File: config.mk
export PLATFORM = sky130hd
export DESIGN_NAME = type_b_frame_layer
export DESIGN_NICKNAME = d
export VERILOG_FILES = /design/src/logic/type_b_frame_pkg.sv /design/src/logic/word_fifo.sv /design/src/logic/type_b_frame_layer.sv
export VERILOG_INCLUDE_DIRS = /design/src /design/src/logic
export SDC_FILE = /design/constraint.sdc
export NUM_CORES = 1
export LEC_CHECK = 0
export ABC_AREA = 1
export BUFFER_PORTS_ARGS = -buffer_cell sky130_fd_sc_hd__buf_4
export CORE_MARGIN = 2
export CORE_UTILIZATION = 40
export CTS_BUF_LIST = sky130_fd_sc_hd__clkbuf_8
export DETAILED_ROUTE_END_ITERATION = 10
export PLACE_DENSITY_LB_ADDON = 0.05
export SETUP_SLACK_MARGIN = 0.1
export SYNTH_ARGS = -nofsm -noshare
export SYNTH_HDL_FRONTEND = slang
export SYNTH_HIERARCHICAL = 1
export SYNTH_SLANG_ARGS = --single-unit
File: constraint.sdc
create_clock -name core_clk_in -period 7.65 [get_ports core_clk_in]
set_input_delay 0.765 -clock core_clk_in [delete_from_list [all_inputs] [get_ports core_clk_in]]
set_output_delay 0.765 -clock core_clk_in [all_outputs]
set_load 0.05 [all_outputs]
File: src/logic/type_b_frame_regs.svh
`ifndef TYPE_B_FRAME_REGS_SVH
`define TYPE_B_FRAME_REGS_SVH

// ----------------------------------------------------------------------
// Clock and air-interface timing
// ----------------------------------------------------------------------
`define CLK_PERIOD_NS 10
// One elementary time unit, 9.44 us.
`define ETU_NS 9440
`define ETU_CYC (`ETU_NS / `CLK_PERIOD_NS)
// One 847 kHz subcarrier period, rounded down to whole nanoseconds.
`define SUBC_NS 1180
`define SUBC_CYC (`SUBC_NS / `CLK_PERIOD_NS)
`define SUBC_HALF_CYC (`SUBC_CYC / 2)
// Guard and synchronisation intervals, in subcarrier periods.
`define GUARD_SUBC 128
`define SYNC_SUBC 128
`define GUARD_CYC (`GUARD_SUBC * `SUBC_CYC)
`define SYNC_CYC (`SYNC_SUBC * `SUBC_CYC)

// ----------------------------------------------------------------------
// Frame delimiters, in elementary time units
// ----------------------------------------------------------------------
`define DELIM_LOW_ETU 10
`define SOF_HIGH_MIN_ETU 2
`define SOF_HIGH_MAX_ETU 3
`define GAP_MAX_ETU 6
`define CHAR_BITS 10
`define DELIM_BITS 12
// Delimiter pattern, sent bit 0 first: ten zeros, then two ones.
`define DELIM_PATTERN 12'hc00

// ----------------------------------------------------------------------
// CRC
// ----------------------------------------------------------------------
`define CRC_PRESET 16'hffff
`define CRC_POLY 16'h8408
`define CRC_RESIDUE 16'hf0b8

// ----------------------------------------------------------------------
// Buffering
// ----------------------------------------------------------------------
`define TX_FIFO_DEPTH 8

`endif

File: src/logic/type_b_frame_pkg.sv
package type_b_frame_pkg;

  // Answer byte handed in by the command layer.
  typedef struct packed {
    logic last;
    logic [7:0] data;
  } tx_word_t;

  // Receive-side events, all one-cycle pulses except data.
  typedef struct packed {
    logic byte_valid;
    logic frame_ok;
    logic frame_bad;
    logic [7:0] data;
  } rx_event_t;

  typedef enum logic [2:0] {
    R_IDLE = 3'h0,
    R_SOF_LOW = 3'h1,
    R_SOF_HIGH = 3'h3,
    R_CHAR = 3'h2,
    R_GAP = 3'h6,
    R_EOF = 3'h7
  } rx_state_t;

  typedef enum logic [2:0] {
    T_IDLE = 3'h0,
    T_GUARD = 3'h1,
    T_WAIT = 3'h3,
    T_SYNC = 3'h2,
    T_SEND = 3'h6,
    T_POST = 3'h7
  } tx_state_t;

  typedef enum logic [2:0] {
    P_DATA = 3'h0,
    P_CRC_LO = 3'h1,
    P_CRC_HI = 3'h3,
    P_EOF = 3'h2,
    P_END = 3'h6
  } tx_phase_t;

endpackage : type_b_frame_pkg

File: src/logic/word_fifo.sv
`timescale 1ns/1ps

module word_fifo #(
  parameter int WIDTH = 9,
  parameter int DEPTH = 8
) (
  // Clock and reset
  input wire logic clk_in,
  input wire logic reset_in,
  // Fill side
  input wire logic [WIDTH-1:0] in_data_in,
  input wire logic in_valid_in,
  output logic in_ready_out,
  // Drain side
  output logic [WIDTH-1:0] out_data_out,
  output logic out_valid_out,
  input wire logic out_ready_in
);

  localparam int AW = $clog2(DEPTH);

  logic [WIDTH-1:0] mem [DEPTH];
  logic [AW-1:0] wr_ptr_reg;
  logic [AW-1:0] rd_ptr_reg;
  logic [AW:0] count_reg;
  logic [AW:0] count_next;
  logic push;
  logic pop;

  assign push = in_valid_in & in_ready_out;
  assign pop = out_ready_in & out_valid_out;
  assign out_data_out = mem[rd_ptr_reg];
  assign count_next = count_reg + (AW+1)'(push) - (AW+1)'(pop);

  always_ff @(posedge clk_in) begin
    if (push) begin
      mem[wr_ptr_reg] <= in_data_in;
    end
  end

  // Flags are registered so that neither side sees a combinational path.
  always_ff @(posedge clk_in) begin
    if (reset_in) begin
      wr_ptr_reg <= '0;
      rd_ptr_reg <= '0;
      count_reg <= '0;
      in_ready_out <= 1'b1;
      out_valid_out <= 1'b0;
    end else begin
      if (push) begin
        wr_ptr_reg <= (wr_ptr_reg == AW'(DEPTH - 1)) ? '0 : wr_ptr_reg + 1'b1;
      end
      if (pop) begin
        rd_ptr_reg <= (rd_ptr_reg == AW'(DEPTH - 1)) ? '0 : rd_ptr_reg + 1'b1;
      end
      count_reg <= count_next;
      in_ready_out <= (count_next != (AW+1)'(DEPTH));
      out_valid_out <= (count_next != '0);
    end
  end

endmodule : word_fifo

File: src/logic/type_b_frame_layer.sv
// Operation
// - Each byte travels as a ten-bit character, bit zero first.
// - Each bit lasts one time unit of 9.44 microseconds.
// - Character position zero is a start bit at logic zero.
// - Positions one to eight carry the byte, least significant bit first.
// - Position nine is a stop bit at logic one.
// - Answer opens: fall, ten units low, two units high.
// - Answer closes: fall, ten units low, two units high.
// - On any receive error, nothing executes and no error answer goes.
// - Answer holds opener, data, two CRC bytes, closer, same characters.
// - No modulation for 128 subcarrier periods after every frame.
// - Then 128 periods plain subcarrier; next phase flip starts the opener.
// - Answer bits are BPSK on an 847 kHz subcarrier.
// - CRC is sixteen bits, preset to all ones.
// - Two CRC bytes precede the closer, covering all bytes before them.
// - A request with bad CRC is dropped silently, unanswered.
// - CRC goes low byte first, each byte least significant bit first.
`timescale 1ns/1ps
`include "type_b_frame_regs.svh"

module type_b_frame_layer #(
  parameter int GUARD_CYC = `GUARD_CYC,
  parameter int SYNC_CYC = `SYNC_CYC
) (
  // Clock and reset
  input wire logic core_clk_in,
  input wire logic reset_in,
  // Demodulated request level, 1 while the carrier is unmodulated
  input wire logic rx_level_in,
  // Received request bytes and frame verdicts
  output type_b_frame_pkg::rx_event_t rx_event_out,
  // Answer bytes from the command layer
  input wire type_b_frame_pkg::tx_word_t tx_word_in,
  input wire logic tx_valid_in,
  output logic tx_ready_out,
  // Load modulator drive
  output logic mod_out,
  output logic mod_active_out,
  output logic tx_busy_out
);
  import type_b_frame_pkg::*;

  // ----------------------------------------------------------------------
  // Constants and helpers
  // ----------------------------------------------------------------------
  localparam logic [15:0] ETU = 16'(`ETU_CYC);
  localparam logic [15:0] HALF_ETU = 16'(`ETU_CYC / 2);
  localparam logic [15:0] SOF_LOW_MIN = 16'((`DELIM_LOW_ETU * `ETU_CYC)
                                            - (`ETU_CYC / 2));
  localparam logic [15:0] SOF_LOW_MAX = 16'((`DELIM_LOW_ETU * `ETU_CYC)
                                            + (`ETU_CYC / 2));
  localparam logic [15:0] SOF_HI_MIN = 16'((`SOF_HIGH_MIN_ETU * `ETU_CYC)
                                           - (`ETU_CYC / 2));
  localparam logic [15:0] SOF_HI_MAX = 16'((`SOF_HIGH_MAX_ETU * `ETU_CYC)
                                           + (`ETU_CYC / 2));
  localparam logic [15:0] GAP_MAX = 16'(`GAP_MAX_ETU * `ETU_CYC);
  localparam logic [15:0] EOF_RISE_MAX = 16'(2 * `ETU_CYC);
  localparam logic [6:0] SUBC = 7'(`SUBC_CYC);
  localparam logic [6:0] SUBC_HALF = 7'(`SUBC_HALF_CYC);

  function automatic logic [15:0] crc_byte(input logic [15:0] crc,
                                           input logic [7:0] d);
    logic [15:0] c;
    c = crc ^ {8'h00, d};
    for (int i = 0; i < 8; i++) begin
      c = c[0] ? ((c >> 1) ^ `CRC_POLY) : (c >> 1);
    end
    return c;
  endfunction : crc_byte

  // Start bit, byte, stop bit; the first bit sent is the start bit.
  function automatic logic [11:0] char_pattern(input logic [7:0] d);
    return {2'b00, 1'b1, d, 1'b0};
  endfunction : char_pattern

  // ----------------------------------------------------------------------
  // Input synchroniser
  // ----------------------------------------------------------------------
  logic [2:0] sync_reg;
  logic level_reg;
  logic level_prev_reg;
  logic fall;
  logic rise;

  always_ff @(posedge core_clk_in) begin
    if (reset_in) begin
      sync_reg <= 3'h7;
      level_reg <= 1'b1;
      level_prev_reg <= 1'b1;
    end else begin
      sync_reg <= {sync_reg[1:0], rx_level_in};
      if (sync_reg[1] == sync_reg[2]) begin
        level_reg <= sync_reg[2];
      end
      level_prev_reg <= level_reg;
    end
  end

  assign fall = level_prev_reg & ~level_reg;
  assign rise = ~level_prev_reg & level_reg;

  // ----------------------------------------------------------------------
  // Request receiver
  // ----------------------------------------------------------------------
  rx_state_t rx_state_reg;
  tx_state_t tx_state_reg;
  logic [15:0] rx_cnt_reg;
  logic [3:0] rx_bit_reg;
  logic [7:0] rx_shift_reg;
  logic [15:0] rx_crc_reg;
  logic [7:0] hold0_reg;
  logic [7:0] hold1_reg;
  logic [1:0] rx_count_reg;
  logic rx_enable;
  logic sample;
  logic bit_end;
  logic crc_good;

  // Receiving is shut off while the tag modulates and during the quiet time after it.
  assign rx_enable = (tx_state_reg == T_IDLE) | (tx_state_reg == T_GUARD)
                     | (tx_state_reg == T_WAIT);
  assign sample = (rx_cnt_reg == HALF_ETU);
  assign bit_end = (rx_cnt_reg == ETU - 16'h0001);
  // Running the CRC across its own complemented bytes leaves a fixed residue.
  assign crc_good = (rx_crc_reg == `CRC_RESIDUE) & (rx_count_reg == 2'h2);

  always_ff @(posedge core_clk_in) begin
    if (reset_in) begin
      rx_state_reg <= R_IDLE;
      rx_cnt_reg <= 16'h0000;
      rx_bit_reg <= 4'h0;
      rx_shift_reg <= 8'h00;
      rx_crc_reg <= `CRC_PRESET;
      hold0_reg <= 8'h00;
      hold1_reg <= 8'h00;
      rx_count_reg <= 2'h0;
      rx_event_out <= '0;
    end else begin
      rx_event_out.byte_valid <= 1'b0;
      rx_event_out.frame_ok <= 1'b0;
      rx_event_out.frame_bad <= 1'b0;
      rx_cnt_reg <= rx_cnt_reg + 16'h0001;
      if (!rx_enable) begin
        rx_state_reg <= R_IDLE;
      end else begin
        case (rx_state_reg)
          R_IDLE: begin
            if (fall) begin
              rx_state_reg <= R_SOF_LOW;
              rx_cnt_reg <= 16'h0000;
            end
          end
          R_SOF_LOW: begin
            // A short low is noise, not a frame, so it is ignored.
            if (rise) begin
              rx_cnt_reg <= 16'h0000;
              rx_state_reg <= (rx_cnt_reg >= SOF_LOW_MIN)
                              ? R_SOF_HIGH : R_IDLE;
            end else if (rx_cnt_reg > SOF_LOW_MAX) begin
              rx_state_reg <= R_IDLE;
            end
          end
          R_SOF_HIGH: begin
            rx_crc_reg <= `CRC_PRESET;
            rx_count_reg <= 2'h0;
            if (fall) begin
              rx_cnt_reg <= 16'h0000;
              rx_bit_reg <= 4'h0;
              if (rx_cnt_reg >= SOF_HI_MIN) begin
                rx_state_reg <= R_CHAR;
              end else begin
                rx_state_reg <= R_IDLE;
                rx_event_out.frame_bad <= 1'b1;
              end
            end else if (rx_cnt_reg > SOF_HI_MAX) begin
              rx_state_reg <= R_IDLE;
              rx_event_out.frame_bad <= 1'b1;
            end
          end
          R_CHAR: begin
            if (bit_end) begin
              rx_cnt_reg <= 16'h0000;
              rx_bit_reg <= rx_bit_reg + 4'h1;
            end
            if (sample) begin
              if (rx_bit_reg == 4'h0) begin
                if (level_reg) begin
                  rx_state_reg <= R_IDLE;
                  rx_event_out.frame_bad <= 1'b1;
                end
              end else if (rx_bit_reg < 4'h9) begin
                rx_shift_reg <= {level_reg, rx_shift_reg[7:1]};
              end else if (level_reg) begin
                // Stop bit seen: the byte is complete.
                rx_state_reg <= R_GAP;
                rx_cnt_reg <= 16'h0000;
                rx_crc_reg <= crc_byte(rx_crc_reg, rx_shift_reg);
                hold0_reg <= rx_shift_reg;
                hold1_reg <= hold0_reg;
                // The last two bytes are CRC and are never passed on.
                if (rx_count_reg == 2'h2) begin
                  rx_event_out.byte_valid <= 1'b1;
                  rx_event_out.data <= hold1_reg;
                end else begin
                  rx_count_reg <= rx_count_reg + 2'h1;
                end
              end else if (rx_shift_reg == 8'h00) begin
                rx_state_reg <= R_EOF;
                rx_cnt_reg <= 16'h0000;
              end else begin
                rx_state_reg <= R_IDLE;
                rx_event_out.frame_bad <= 1'b1;
              end
            end
          end
          R_GAP: begin
            if (fall) begin
              rx_state_reg <= R_CHAR;
              rx_cnt_reg <= 16'h0000;
              rx_bit_reg <= 4'h0;
            end else if (rx_cnt_reg > GAP_MAX) begin
              rx_state_reg <= R_IDLE;
              rx_event_out.frame_bad <= 1'b1;
            end
          end
          R_EOF: begin
            // Frame ends on the rise; a bad CRC gets no answer at all.
            if (rise) begin
              rx_state_reg <= R_IDLE;
              rx_event_out.frame_ok <= crc_good;
              rx_event_out.frame_bad <= ~crc_good;
            end else if (rx_cnt_reg > EOF_RISE_MAX) begin
              rx_state_reg <= R_IDLE;
              rx_event_out.frame_bad <= 1'b1;
            end
          end
          default: rx_state_reg <= R_IDLE;
        endcase
      end
    end
  end

  // ----------------------------------------------------------------------
  // Answer buffer
  // ----------------------------------------------------------------------
  tx_word_t fifo_word;
  logic fifo_valid;
  logic fifo_pop;

  word_fifo #(
    .WIDTH($bits(tx_word_t)),
    .DEPTH(`TX_FIFO_DEPTH)
  ) answer_fifo (
    .clk_in(core_clk_in),
    .reset_in(reset_in),
    .in_data_in(tx_word_in),
    .in_valid_in(tx_valid_in),
    .in_ready_out(tx_ready_out),
    .out_data_out(fifo_word),
    .out_valid_out(fifo_valid),
    .out_ready_in(fifo_pop)
  );

  // ----------------------------------------------------------------------
  // Answer transmitter
  // ----------------------------------------------------------------------
  tx_phase_t tx_phase_reg;
  logic [15:0] tmr_reg;
  logic [15:0] etu_cnt_reg;
  logic [6:0] sc_cnt_reg;
  logic [11:0] tx_shift_reg;
  logic [3:0] tx_bits_reg;
  logic [15:0] tx_crc_reg;
  logic subcarrier;
  logic etu_end;
  logic load_next;
  logic [15:0] crc_out;

  assign subcarrier = (sc_cnt_reg < SUBC_HALF);
  assign etu_end = (etu_cnt_reg == ETU - 16'h0001);
  assign load_next = (tx_state_reg == T_SEND) & etu_end
                     & (tx_bits_reg == 4'h1);
  assign fifo_pop = load_next & (tx_phase_reg == P_DATA) & fifo_valid;
  assign crc_out = ~tx_crc_reg;

  always_ff @(posedge core_clk_in) begin
    if (reset_in) begin
      tx_state_reg <= T_IDLE;
      tx_phase_reg <= P_DATA;
      tmr_reg <= 16'h0000;
      etu_cnt_reg <= 16'h0000;
      sc_cnt_reg <= 7'h00;
      tx_shift_reg <= 12'hfff;
      tx_bits_reg <= 4'h0;
      tx_crc_reg <= `CRC_PRESET;
    end else begin
      tmr_reg <= tmr_reg + 16'h0001;
      sc_cnt_reg <= (sc_cnt_reg == SUBC - 7'h01) ? 7'h00 : sc_cnt_reg + 7'h01;
      etu_cnt_reg <= etu_end ? 16'h0000 : etu_cnt_reg + 16'h0001;
      case (tx_state_reg)
        T_IDLE: begin
          if (rx_event_out.frame_ok) begin
            tx_state_reg <= T_GUARD;
            tmr_reg <= 16'h0000;
          end
        end
        T_GUARD: begin
          if (rx_state_reg != R_IDLE) begin
            tx_state_reg <= T_IDLE;
          end else if (tmr_reg >= 16'(GUARD_CYC - 1)) begin
            tx_state_reg <= T_WAIT;
          end
        end
        T_WAIT: begin
          // A new request before the answer arrives cancels the answer.
          if (rx_state_reg != R_IDLE) begin
            tx_state_reg <= T_IDLE;
          end else if (fifo_valid) begin
            tx_state_reg <= T_SYNC;
            tmr_reg <= 16'h0000;
            sc_cnt_reg <= 7'h00;
          end
        end
        T_SYNC: begin
          if (tmr_reg >= 16'(SYNC_CYC - 1)) begin
            tx_state_reg <= T_SEND;
            etu_cnt_reg <= 16'h0000;
            tx_shift_reg <= `DELIM_PATTERN;
            tx_bits_reg <= 4'(`DELIM_BITS);
            tx_phase_reg <= P_DATA;
            tx_crc_reg <= `CRC_PRESET;
          end
        end
        T_SEND: begin
          if (etu_end) begin
            tx_shift_reg <= {1'b1, tx_shift_reg[11:1]};
            tx_bits_reg <= tx_bits_reg - 4'h1;
          end
          if (load_next) begin
            tx_bits_reg <= 4'(`CHAR_BITS);
            case (tx_phase_reg)
              P_DATA: begin
                if (fifo_valid) begin
                  tx_shift_reg <= char_pattern(fifo_word.data);
                  tx_crc_reg <= crc_byte(tx_crc_reg, fifo_word.data);
                  tx_phase_reg <= fifo_word.last ? P_CRC_LO : P_DATA;
                end else begin
                  // Underrun: hold logic one between characters.
                  tx_shift_reg <= 12'hfff;
                  tx_bits_reg <= 4'h1;
                end
              end
              P_CRC_LO: begin
                tx_shift_reg <= char_pattern(crc_out[7:0]);
                tx_phase_reg <= P_CRC_HI;
              end
              P_CRC_HI: begin
                tx_shift_reg <= char_pattern(crc_out[15:8]);
                tx_phase_reg <= P_EOF;
              end
              P_EOF: begin
                tx_shift_reg <= `DELIM_PATTERN;
                tx_bits_reg <= 4'(`DELIM_BITS);
                tx_phase_reg <= P_END;
              end
              default: begin
                tx_state_reg <= T_POST;
                tmr_reg <= 16'h0000;
              end
            endcase
          end
        end
        T_POST: begin
          // Quiet after the answer too, so the reader can turn round.
          if (tmr_reg >= 16'(GUARD_CYC - 1)) begin
            tx_state_reg <= T_IDLE;
          end
        end
        default: tx_state_reg <= T_IDLE;
      endcase
    end
  end

  // ----------------------------------------------------------------------
  // Modulator outputs
  // ----------------------------------------------------------------------
  // Logic one keeps the synchronisation phase; logic zero inverts it.
  logic mod_next;
  logic active_next;

  assign active_next = (tx_state_reg == T_SYNC) | (tx_state_reg == T_SEND);
  assign mod_next = active_next
                    & (subcarrier ^ ((tx_state_reg == T_SEND)
                                     & ~tx_shift_reg[0]));

  always_ff @(posedge core_clk_in) begin
    if (reset_in) begin
      mod_out <= 1'b0;
      mod_active_out <= 1'b0;
      tx_busy_out <= 1'b0;
    end else begin
      mod_out <= mod_next;
      mod_active_out <= active_next;
      tx_busy_out <= (tx_state_reg != T_IDLE);
    end
  end

endmodule : type_b_frame_layer

# == Word-level counts from Yosys, hierarchy flattened ==
# Memory sizes are Yosys's and may differ from the RTL's. A register that Yosys moved wholly into a read port is not among the register bits.
# Cells that the tools add are included.
# Widths: inputs -> output; s select.
# totals
ff_bits,173
latch_bits,0
ramBits,72
romBits,0
input_bits,13
output_inout_bits,15
elab_cells,303
mem_count,1
# mem_list
memory,words,word_bits,read_ports,rd_ports_with_merged_regs,wr,line,text
answer_fifo.mem,8,9,1,1,1,word_fifo.sv:22,logic [WIDTH-1:0] mem [DEPTH];
# op_classes
addsub,11
multipliers,0
div,0
magnitude_cmp,9
eq_ne,50
shifts,0
mux,127
bitwise_logic,45
reduce_logical,29
# op_table
op,n
$mux 16,41
$pmux 16 s3,2
$mux 3,30
$pmux 16 s2,2
$add 16x1->16 const B,3
$mux 12,4
$not 2->3,16
$pmux 12 s4,1
$pmux 3 s6,2
$eq 16x10->1 const B,2
$ge 16x14->1 const B,2
$xor 16x8->16,2
$mux 7,4
$mux 4,6
$mux 8,3
$ne 2x2->1 const B,12
$pmux 12 s2,1
$pmux 4 s2,3
$ne 3x3->1 const B,7
$reduce_and 7->1,3
$eq 3x2->1 const B,6
$eq 3x3->1 const B,6
$mux 9,2
$eq 16x16->1 const B,1
other kinds (52),110

# == Depth between registers and ports, before layout ==
# Gate-level depths: netlist of the first run.
# logic_depth
depth_word,22
depth_mapped,21
mapped_depth_nobuf,20

# == Hierarchy ==
# The synthesis of the first run kept the hierarchy.
# modules_own_cells
mod,instances,cells_per_inst,area_per_inst_um2,seq_area_each_um2
type_b_frame_layer,1,1244,8488.1,3223.1
word_fifo,1,413,3853.7,2462.4

# == Worst setup path after synthesis of the first run ==
# Ideal clock, no wire load.
# synth_timing
path_type,register -> register
startpoint,register etu_cnt_reg[0]
endpoint,register answer_fifo.in_ready_out
setup_time_ns,0.121
t_arrival_ns,2.966
required_ns,7.529
setup_slack_ns,4.564
path_stages_with_launch,19
n_path_buf,1
period_less_slack_ns,3.086
cell_sequence,dfxtp_1 ha_1 nand3_2 nor3_4 nand3_4 clkinv_2 nand3_4 buf_6 inv_1 nand2_1 nor2_1 inv_1 nand2_1 ha_1 inv_1 fa_1 xor2_1 nor2b_1 nand3_1
# synth_between
elab_chain_len,8
# synth_lines
element,line,text
"start, declared",type_b_frame_layer.sv:269,logic [15:0] etu_cnt_reg;
"start signal, assigned",type_b_frame_layer.sv:299,etu_cnt_reg <= etu_end ? 16'h0000 : etu_cnt_reg + 16'h0001;
$eq 16x10->1,type_b_frame_layer.sv:280,assign etu_end = (etu_cnt_reg == ETU - 16'h0001);
$and 1x1->1,type_b_frame_layer.sv:281,assign load_next = (tx_state_reg == T_SEND) & etu_end
$and 1x1->1,type_b_frame_layer.sv:282,& (tx_bits_reg == 4'h1);
$and 1x1->1 (2 in series),type_b_frame_layer.sv:283,assign fifo_pop = load_next & (tx_phase_reg == P_DATA) & fifo_valid;
net fifo_pop,type_b_frame_layer.sv:248,logic fifo_pop;
$and 1x1->1,word_fifo.sv:31,assign pop = out_ready_in & out_valid_out;
$sub 4x1->4,word_fifo.sv:33,assign count_next = count_reg + (AW+1)'(push) - (AW+1)'(pop);
$ne 4x4->1,word_fifo.sv:57,in_ready_out <= (count_next != (AW+1)'(DEPTH));
"end signal, assigned",word_fifo.sv:57,
"end, declared",word_fifo.sv:13,"output logic in_ready_out,"
# The timed path passes the listed nets, and every way through them passes these cells.
# A chain may end at the register's enable or synchronous reset.

# == Worst setup path after layout of the first run ==
# layout_timing
startpoint,register tx_state_reg[2]
endpoint,register answer_fifo.in_ready_out
# layout_between
elab_chain_len,8
# layout_lines
element,line,text
"start, declared",type_b_frame_layer.sv:106,tx_state_t tx_state_reg;
"start signal, assigned",type_b_frame_layer.sv:288,tx_state_reg <= T_IDLE;
"start signal, assigned",type_b_frame_layer.sv:303,tx_state_reg <= T_GUARD;
"start signal, assigned",type_b_frame_layer.sv:309,tx_state_reg <= T_IDLE;
$eq 3x3->1,type_b_frame_layer.sv:281,
$and 1x1->1,type_b_frame_layer.sv:281,
$and 1x1->1,type_b_frame_layer.sv:282,
$and 1x1->1 (2 in series),type_b_frame_layer.sv:283,
net fifo_pop,type_b_frame_layer.sv:248,
$and 1x1->1,word_fifo.sv:31,
$sub 4x1->4,word_fifo.sv:33,
$ne 4x4->1,word_fifo.sv:57,
# The timed path passes the listed nets, and every way through them passes these cells.

==> impl_metrics.env, run 1 <==
export IMPL_max_clock_freq_mhz=286
export IMPL_timing_setup_critical_path_class="flip-flop to flip-flop"
export IMPL_syn_avg_cell_area_um2=7.45
export IMPL_largest_register_ff_count=72
export IMPL_dpl_hpwl_um=19500
export IMPL_max_slew_worst_pin_slew_ps=1120
export IMPL_grt_use_total=0.179
export IMPL_sequential_cell_area_fraction_in_the_yosys_report=0.461
export IMPL_synth_distinct_cells=47
export IMPL_clock_tree_buffer_depth=3
export IMPL_last_weighted_congestion_value_of_the_routability_driven_placer=0.852
export IMPL_number_of_max_slew_violations_in_the_final_report=0
export IMPL_clkSinkCount=248
export IMPL_floorplan_core_area_um2=30500
export IMPL_postCtsHoldBufs=0
export IMPL_critPathCaptureType="flip-flop"
export IMPL_cts_buffers=45
export IMPL_start_kind="flip-flop"
export IMPL_crit_path_max_fanout=25
export IMPL_clockRootBuffer="clkbuf_8"
export IMPL_ys_warnings_count=6
export IMPL_maxCapViolations=0
export IMPL_outcome="finished, final reports clean"
export IMPL_insertedDiodeCount=0
export IMPL_hold_path_class="input pin to flip-flop"
export IMPL_largest_net_degree_at_the_start_of_global_routing=73
export IMPL_largest_register="answer_fifo/mem"
export IMPL_ys_dominant_reg_cell="dfxtp_1"
export IMPL_sum_of_overflow_across_all_layers_after_global_routing=0
export IMPL_clk_latency_ps=560
export IMPL_static_leakage_power_uw=0.00573
export IMPL_detail_route_drc_violations=0
export IMPL_io_pin_count=28
export IMPL_rsz0062_at_grt="false"
export IMPL_worst_endpoint_arrival_ps=3930
export IMPL_initialDrtViolationCount=630
export IMPL_netlist_instances=1657
export IMPL_pre_cts_ws_ps=4150
export IMPL_area_of_the_mapped_netlist_um2=12300
export IMPL_drtAntennaViolNets=0
export IMPL_post_layout_nonfiller_instances=2119
export IMPL_cts_clk_slew_worst_paths_ps=60
export IMPL_cts_htree_levels=2
export IMPL_tritoncts="yes"
export IMPL_ys_async_sr_fraction=0
export IMPL_num_vias=10300
export IMPL_postSynthNetCount=1689
export IMPL_final_layout_size_suffix_gt1_frac=0.0801
export IMPL_num_rows=64
export IMPL_finalSetupViolations=0
export IMPL_first_pass_iters=5
export IMPL_postSynthRegisterBits=248
export IMPL_final_cycle_utilization_of_the_critical_path=0.458
export IMPL_finClkSkew_ps=23.4
export IMPL_area_growth_synth_to_final_pct=10.8
export IMPL_filler_cell_count=3146
export IMPL_finalWorstPathRequiredPeriod_ps=3500
export IMPL_numPortBuffers=27
export IMPL_nNetsFinal=1723
export IMPL_final_hold_violation_count=0
export IMPL_place_detailed_instances=2040
export IMPL_number_of_antenna_violations_at_the_first_check_in_global_routing=0
export IMPL_fin_tns_setup_ps=0
export IMPL_die_height_um=180
export IMPL_grt_pass1_vias=9823
export IMPL_route_detailed_vias_per_inst=4.85
export IMPL_buffer_count_from_post_cts_setup_fixing=0
export IMPL_post_route_worst_setup_slack_ps=4150
export IMPL_worstPathRequired_ps=8080
export IMPL_worst_ir_drop_on_vdd_uv=146
export IMPL_start_util=0.405
export IMPL_floorplan_die_area_um2=32300
export IMPL_synth_enable_flop_cells=72
export IMPL_totalWireLength_um=28800
export IMPL_cts_resized=0
export IMPL_power_per_cell_area_nw_per_um2=232
export IMPL_wl_per_cell_um=13.6
export IMPL_fp_dieW_um=180
export IMPL_max_slew_margin=0.251
export IMPL_grt_first_pass_wirelength_um=48300
synthesized netlist by cell type, drive strengths merged, types with 16 or more instances:
cell type,number,area (um^2)
nand2,394,1500
nor2,287,1120
inv,198,743
dfxtp,176,3520
nand3,132,711
o21ai,99,510
a21oi,74,370
edfxtp,72,2160
buf,31,221
nor3,30,166
xnor2,30,263
xor2,25,219
ha,18,225
nand4,16,100
path summary, 6_finish.rpt:
check,cells after the start,slack [ps],from,to
setup / recovery,16,4150,tx_state_reg[2],answer_fifo/in_ready_out
hold reg to reg,1,410,sync_reg[0],sync_reg[1]
setup reg to reg,16,4150,tx_state_reg[2],answer_fifo/in_ready_out
hold / removal,2,390,rx_level_in,sync_reg[0]
cell type report:
cell class                      count  area, um^2  share of cell area
Multi-Input combinational cell   1163        5630               0.412
Tap cell                          396         495              0.0362
Clock inverter                     25         125             0.00915
Inverter                          202         759              0.0556
Timing Repair Buffer               31         233              0.0170
Clock buffer                       54         743              0.0544
Sequential cell                   248        5690               0.416
layout by cell type, fill, tap and decap left out, types with 2 or more instances in the layout:
master    Yosys  layout
o22ai_1       3       3
or2_2         5       5
clkinv_8      0       2
nand3_4       2       2
nand2_2       4       4
a31oi_1       7       7
nor3_1       28      28
a211oi_1      4       4
nand2_4       2       2
a21oi_1      74      74
o211ai_1     13      13
nand2_1     388     388
buf_4         6      31
o31ai_1       2       2
clkinv_2      1       3
dfxtp_1     176     175
ha_1         18      18
o221a_2       3       3
nor2_1      278     278
inv_2         9       9
o21ai_2       4       4
nand3_1     125     125
clkbuf_8      0      54
o21ai_0      92      92
xor2_1       25      25
nor3b_1       7       7
xnor2_1      30      30
nand4_1      16      16
edfxtp_1     72      72
nand3_2       5       5
inv_1       189     206
o21ai_1       3       3
nor2_4        4       4
nor2_2        5       5
nor4_1        6       6
clkinv_1      3       6
nand3b_1      3       3
cells by family (layout without fill, tap and decap cells):
| kind of cell | count (synthesis) | after routing | synth area share |
|---|---|---|---|
| compound gates | 206 | 206 | 0.0915 |
| flops | 248 | 248 | 0.461 |
| fa+ha+maj | 19 | 19 | 0.0199 |
| buf+inv | 246 | 312 | 0.0834 |
| simple gates | 883 | 883 | 0.305 |
| xor+xnor | 55 | 55 | 0.0390 |
per-stage QoR:
stage / hold WS [ps] / power, uW / cell area [um^2] / utilization
finish: 393 / 3180 / 13700 / 0.448
global route: 383 / 3370 / 13700 / 0.448
CTS: 355 / 3240 / 13700 / 0.448
detailed placement: 400 / 2010 / 12800 / 0.420
global placement: 413 / 2010 / 12800 / 0.420
floorplan: 389 / 1870 / 12300 / -
worst max-delay path, cell delays in order, from the launching register on:
cell and delay, ps:
dfxtp_1 410, inv_1 150, nor2_4 540, nand3_4 190, clkinv_2 130, nand3_4 210, inv_1 110, nand2_1 140
nor2_1 230, inv_1 90, nand2_1 70, ha_1 160, inv_1 60, fa_1 390, xor2_1 240, nor2b_1 160
nand3_1 80
metal layers:
metal  GRT usage  vias to the layer above  part of all wire
li1            -                     5423                 -
met2       0.309                      176              0.47
met4      0.0624                        0             0.029
met1       0.225                     4617              0.46
met3      0.0300                       60             0.038
met5           0                        -                 0
where the power goes:
part / internal [uW] / leakage (uW) / total [uW] / switching, uW
combinational: 159 / 0.00315 / 506 / 348
sequential: 1430 / 0.00208 / 1470 / 46.6
clock: 640 / 0.000509 / 1200 / 559
total: 2220 / 0.00573 / 3180 / 954
(Power assumes the default switching activity.)
==> inputs of run 2 (changes only) <==
- clock period: 7.65 -> 2.9 ns (I/O delays scaled with it)
==> run 2 against run 1 <==
Net effect:
- wire length is 3.3% higher
- final cell count up 2.2%
- worst setup slack worse by 3900 ps
- clock skew grew 4.6 ps
- sequential power grew to 2.6 times the previous value
- worst hold slack got worse by 310 ps
- sequential share of layout area is 1.5 points lower
- first-iteration DRC count grew 7.8%
- non-clock buffer count is 45 higher
- core utilization increased by 1.8 points
- power grew to 2.7 times the previous value
- count of clock-buffer cells in the layout rose by 6
- critical path type unchanged
- largest power group unchanged
==> impl_metrics.env, run 2 (synthesized netlist as in run 1, its figures left out) <==
export IMPL_fp_dieW_um=180
export IMPL_largest_register="answer_fifo/mem"
export IMPL_crit_path_max_fanout=5
export IMPL_number_of_antenna_violations_at_the_first_check_in_global_routing=0
export IMPL_io_pin_count=28
export IMPL_max_slew_worst_pin_slew_ps=556
export IMPL_largest_net_degree_at_the_start_of_global_routing=73
export IMPL_numPortBuffers=27
export IMPL_detail_route_drc_violations=0
export IMPL_grt_pass1_vias=10100
export IMPL_area_growth_synth_to_final_pct=15.1
export IMPL_crit_path_end="answer_fifo/in_ready_out"
export IMPL_fin_area_um2=14200
export IMPL_static_leakage_power_uw=0.00599
export IMPL_final_cell_mix="386 x nand2_1, 277 x nor2_1, 199 x inv_1, 168 x dfxtp_1, 125 x nand3_1"
export IMPL_clkSinkCount=248
export IMPL_worstRegToRegCells=19
export IMPL_final_layout_size_suffix_gt1_frac=0.112
export IMPL_sum_of_overflow_across_all_layers_after_global_routing=0
export IMPL_cts_clk_slew_worst_paths_ps=60
export IMPL_largest_register_ff_count=72
export IMPL_outcome="finished, final reports clean"
export IMPL_floorplan_die_area_um2=32300
export IMPL_cts_buffers=46
export IMPL_nNetsFinal=1769
export IMPL_start_kind="flip-flop"
export IMPL_timing_setup_critical_path_class="flip-flop to flip-flop"
export IMPL_start_util=0.405
export IMPL_route_detailed_vias_per_inst=4.83
export IMPL_totalWireLength_um=29700
export IMPL_wl_per_cell_um=13.7
export IMPL_fin_tns_setup_ps=0
export IMPL_reg2reg_slack_ps=210
export IMPL_number_of_max_slew_violations_in_the_final_report=0
export IMPL_most_frequent_standard_cell_in_the_layout_excluding_fill_and_tap_cells="nand2_1"
export IMPL_die_height_um=180
export IMPL_last_weighted_congestion_value_of_the_routability_driven_placer=0.882
export IMPL_clockRootBuffer="clkbuf_8"
export IMPL_r2r_start="etu_cnt_reg[6]"
export IMPL_drtAntennaViolNets=0
export IMPL_finalSetupViolations=0
export IMPL_r2r_end="answer_fifo/in_ready_out"
export IMPL_worst_ir_drop_on_vdd_uv=373
export IMPL_power_per_cell_area_nw_per_um2=610
export IMPL_max_clock_freq_mhz=371
export IMPL_postPlaceCellArea_um2=13100
export IMPL_initialDrtViolationCount=679
export IMPL_num_rows=64
export IMPL_grt_first_pass_wirelength_um=49700
export IMPL_critPathLaunch="etu_cnt_reg[6]"
export IMPL_worstPathRequired_ps=3330
export IMPL_finalWorstPathRequiredPeriod_ps=2690
export IMPL_worst_endpoint_arrival_ps=3120
export IMPL_hold_path_class="input pin to flip-flop"
export IMPL_tritoncts="yes"
export IMPL_num_vias=10500
export IMPL_final_hold_violation_count=0
export IMPL_clock_tree_buffer_depth=3
export IMPL_cts_htree_levels=2
export IMPL_critPathCaptureType="flip-flop"
export IMPL_rsz0062_at_grt="true"
export IMPL_clk_latency_ps=570
export IMPL_grt_use_total=0.185
export IMPL_finish_utilization=0.466
export IMPL_finClkSkew_ps=28.0
export IMPL_first_pass_iters=5
export IMPL_dpl_hpwl_um=20500
export IMPL_maxCapViolations=0
export IMPL_final_cycle_utilization_of_the_critical_path=0.928
export IMPL_max_slew_margin=0.626
export IMPL_insertedDiodeCount=0
export IMPL_floorplan_core_area_um2=30500
==> run 2: cell count changes in the layout (fill, tap and decap cells not counted), moves of 5 or more <==
cell,before,now
dlygate4sd3_1,0,10
clkbuf_8,54,60
buf_4,31,65
dfxtp_1,175,168
inv_1,206,199
dfxtp_2,1,6
==> run 2: where the power goes <==
part           internal, uW  leakage (uW)  switching, uW
logic                   498       0.00337            950
registers              3760       0.00208            134
clock network          1850      0.000535           1480
==> run 2: stage by stage <==
stage | setup slack (ps) | instances | power, uW | hold slack, ps
detailed placement | 95.3 | 2067 | 5390 | 414
global route | 25.8 | 2166 | 9220 | 65.8
finish | 208 | 2166 | 8670 | 80.0
global placement | 150 | 2067 | 5380 | 412
CTS | 143 | 2160 | 8810 | 46.9
floorplan | 101 | 1657 | 4940 | 389
==> run 2: critical path, cell delays in order, from the launching register on <==
cell      delay [ps]
dfxtp_4          360
inv_4             70
nand2_4           50
nor2_4            80
nand3_2           80
nor3_4           250
nand3_4          110
clkinv_4          80
nand3_4           80
inv_4            100
nand2_8           60
nor2_4           110
inv_2             40
nand2_1           50
ha_2             170
inv_2             40
fa_2             560
nand2_1           60
nor2b_1          110
nand3_1           80
==> run 2: worst min path at each step <==
stage                             start                   endpoint  slack [ps]  cells past startpoint
after global placement      sync_reg[0]                sync_reg[1]         410                      1
after floorplan           tx_word_in[0]      answer_fifo/mem[0][0]         390                      0
after detailed placement    sync_reg[0]                sync_reg[1]         410                      1
final                          reset_in  answer_fifo/rd_ptr_reg[0]          80                      2
after CTS                      reset_in  answer_fifo/rd_ptr_reg[0]          50                      2
after global routing           reset_in   answer_fifo/count_reg[0]          70                      2
==> run 2: what timing repair did <==
action | 4_1_cts | 5_1_grt
endpoints found under the setup margin | 2 | 2
pin swaps | 4 | 7
hold buffers | 10 | 0
resized for setup | 3 | 8
hold endpoints to repair | 73 | 0
setup buffers | 2 | 6
==> run 2: layout make-up <==
cell class / instances / area (um^2)
clock buffers: 60 / 826
clock inverters: 21 / 108
fillers: 3117 / 16300
inverters: 202 / 768
multi-input cells: 1163 / 5700
flip-flops and latches: 248 / 5700
well taps: 396 / 495
repair buffers: 76 / 608
==> run 2: routing by layer <==
layer,global-route usage,up-vias,share of wire
met4,0.0660,0,0.030
met5,0,-,0
met3,0.0312,73,0.035
met2,0.317,162,0.47
li1,-,5516,-
met1,0.234,4712,0.47
==> inputs of run 3 (changes only) <==
--- a/config.mk
+++ b/config.mk
@@ -16,2 +16,3 @@
 export SETUP_SLACK_MARGIN = 0.1
+export SLEW_MARGIN = 40
 export SYNTH_ARGS = -nofsm -noshare
==> constraint.sdc (replaced) <==
create_clock -name core_clk_in -period 2.9 [get_ports core_clk_in]
set_input_delay 0.58 -clock core_clk_in [delete_from_list [all_inputs] [get_ports core_clk_in]]
set_output_delay 0.58 -clock core_clk_in [all_outputs]
set_load 0.05 [all_outputs]
==> run 3 against run 2 <==
Net effect:
- via count down 0.31%
- sequential power is essentially flat
- core utilization down 0.57 points
- register-to-register slack got worse by 40 ps
- critical endpoint unchanged
- highest routed layer unchanged
- wire length fell by 0.88%
- non-clock buffer count fell by 14
- die area is the same
- global-route usage down 0.21 points
- critical path depth down 1
==> impl_metrics.env, run 3 (synthesized netlist as in run 1, its figures left out) <==
export IMPL_outcome="finished, final reports clean"
export IMPL_number_of_antenna_violations_at_the_first_check_in_global_routing=0
export IMPL_critPathCaptureType="flip-flop"
export IMPL_route_detailed_vias_per_inst=4.85
export IMPL_num_vias=10400
export IMPL_finClkSkew_ps=23.7
export IMPL_r2r_start="etu_cnt_reg[8]"
export IMPL_timing_hold_worst_start="rx_level_in"
export IMPL_clock_tree_buffer_depth=3
export IMPL_floorplan_core_area_um2=30500
export IMPL_first_pass_iters=5
export IMPL_finish_utilization=0.460
export IMPL_timing_setup_critical_path_class="flip-flop to flip-flop"
export IMPL_static_leakage_power_uw=0.00590
export IMPL_drtAntennaViolNets=0
export IMPL_totalWireLength_um=29500
export IMPL_max_slew_margin=0.670
export IMPL_start_util=0.405
export IMPL_grt_use_total=0.182
export IMPL_critical_path_cell_chain="nand2_2 -> nor2_2 -> nand3_2 -> nor3_4 -> nand3_4 -> clkinv_4 -> nand3_4 -> inv_4 -> nand2_8 -> nor2_4 -> inv_2 -> nand2_2 -> ha_4 -> inv_2 -> fa_2 -> xor2_2 -> nor2b_2 -> nand3_1"
export IMPL_max_slew_worst_pin_slew_ps=494
export IMPL_number_of_max_slew_violations_in_the_final_report=0
export IMPL_critPathMaxStageDelay_ps=370
export IMPL_io_pin_count=28
export IMPL_numPortBuffers=27
export IMPL_grt_pass1_vias=10200
export IMPL_grt_first_pass_wirelength_um=49500
export IMPL_place_detailed_instances=2066
export IMPL_die_height_um=180
export IMPL_fp_dieW_um=180
export IMPL_final_cell_mix="385 x nand2_1, 277 x nor2_1, 204 x inv_1, 168 x dfxtp_1, 125 x nand3_1"
export IMPL_cts_htree_levels=2
export IMPL_finalWorstPathRequiredPeriod_ps=2730
export IMPL_floorplan_die_area_um2=32300
export IMPL_fin_tns_setup_ps=0
export IMPL_cts_buffers=45
export IMPL_tritoncts="yes"
export IMPL_finalSetupViolations=0
export IMPL_nNetsFinal=1754
export IMPL_final_hold_violation_count=0
export IMPL_crit_path_max_fanout=4
export IMPL_max_clock_freq_mhz=367
export IMPL_hold_path_class="input pin to flip-flop"
export IMPL_final_layout_size_suffix_gt1_frac=0.107
export IMPL_clkSinkCount=248
export IMPL_power_per_cell_area_nw_per_um2=607
export IMPL_cts_clk_slew_worst_paths_ps=60
export IMPL_dpl_hpwl_um=20000
export IMPL_rsz0062_at_grt="true"
export IMPL_largest_net_degree_at_the_start_of_global_routing=73
export IMPL_wl_per_cell_um=13.7
export IMPL_start_kind="flip-flop"
export IMPL_sum_of_overflow_across_all_layers_after_global_routing=0
export IMPL_maxCapViolations=0
export IMPL_largest_register_ff_count=72
export IMPL_post_layout_nonfiller_instances=2150
export IMPL_initialDrtViolationCount=650
export IMPL_worstPathRequired_ps=3330
export IMPL_crit_slowest_cell="fa_2"
export IMPL_reg2reg_slack_ps=170
export IMPL_clk_latency_ps=560
export IMPL_postCtsHoldBufs=0
export IMPL_detail_route_drc_violations=0
export IMPL_critPathLaunch="etu_cnt_reg[8]"
export IMPL_num_rows=64
export IMPL_largest_register="answer_fifo/mem"
export IMPL_last_weighted_congestion_value_of_the_routability_driven_placer=0.866
export IMPL_worst_endpoint_arrival_ps=3150
export IMPL_clockRootBuffer="clkbuf_8"
export IMPL_final_cycle_utilization_of_the_critical_path=0.941
export IMPL_area_growth_synth_to_final_pct=13.7
export IMPL_path_buf_inv=4
export IMPL_kind_of_cell_adding_the_most_delay_to_the_critical_path="simple AND/OR/NAND/NOR gates"
export IMPL_insertedDiodeCount=0
export IMPL_most_frequent_standard_cell_in_the_layout_excluding_fill_and_tap_cells="nand2_1"
export IMPL_worst_ir_drop_on_vdd_uv=488
run 3: repair_timing:
| item | in CTS | in global routing |
|---|---|---|
| gates resized for setup | 4 | 8 |
| setup buffers | 0 | 5 |
| endpoints found under the setup margin | 2 | 2 |
| cloned | 0 | 0 |
| endpoints found under the hold margin | 0 | 0 |
| pin swaps | 2 | 6 |
run 3: layout make-up:
class                           count  area (um^2)
Multi-Input combinational cell   1163         5700
Tap cell                          396          495
Clock buffer                       52          716
Fill cell                        3143        16500
Timing Repair Buffer               62          490
Clock inverter                     27          159
Sequential cell                   248         5710
Inverter                          202          766
run 3: where the power goes:
part / switching [uW] / internal, uW
clock network: 1470 / 1730
registers: 135 / 3760
logic: 932 / 500
run 3: metal layers:
layer / global-route usage / vias up / wire [um]
li1: - / 5463 / -
met2: 0.322 / 192 / 14200
met5: 0 / - / 0
met1: 0.228 / 4723 / 13600
met3: 0.0302 / 53 / 1120
met4: 0.0550 / 0 / 610
run 3: through the flow:
step	hold slack, ps	instance area, um^2	total power, uW	setup slack, ps
3_5_place_dp	408	13100	5370	92.2
6_report	211	14000	8520	172
5_1_grt	199	14000	9030	-12.0
2_1_floorplan	389	12400	4940	101
3_3_place_gp	415	13100	5360	128
4_1_cts	172	14000	8640	101
run 3: path summary, 6_finish.rpt:
| check | to | cells after the start |
|---|---|---|
| setup / recovery | answer_fifo/in_ready_out | 18 |
| setup reg to reg | answer_fifo/in_ready_out | 18 |
| hold / removal | sync_reg[0] | 2 |
| hold reg to reg | sync_reg[1] | 1 |
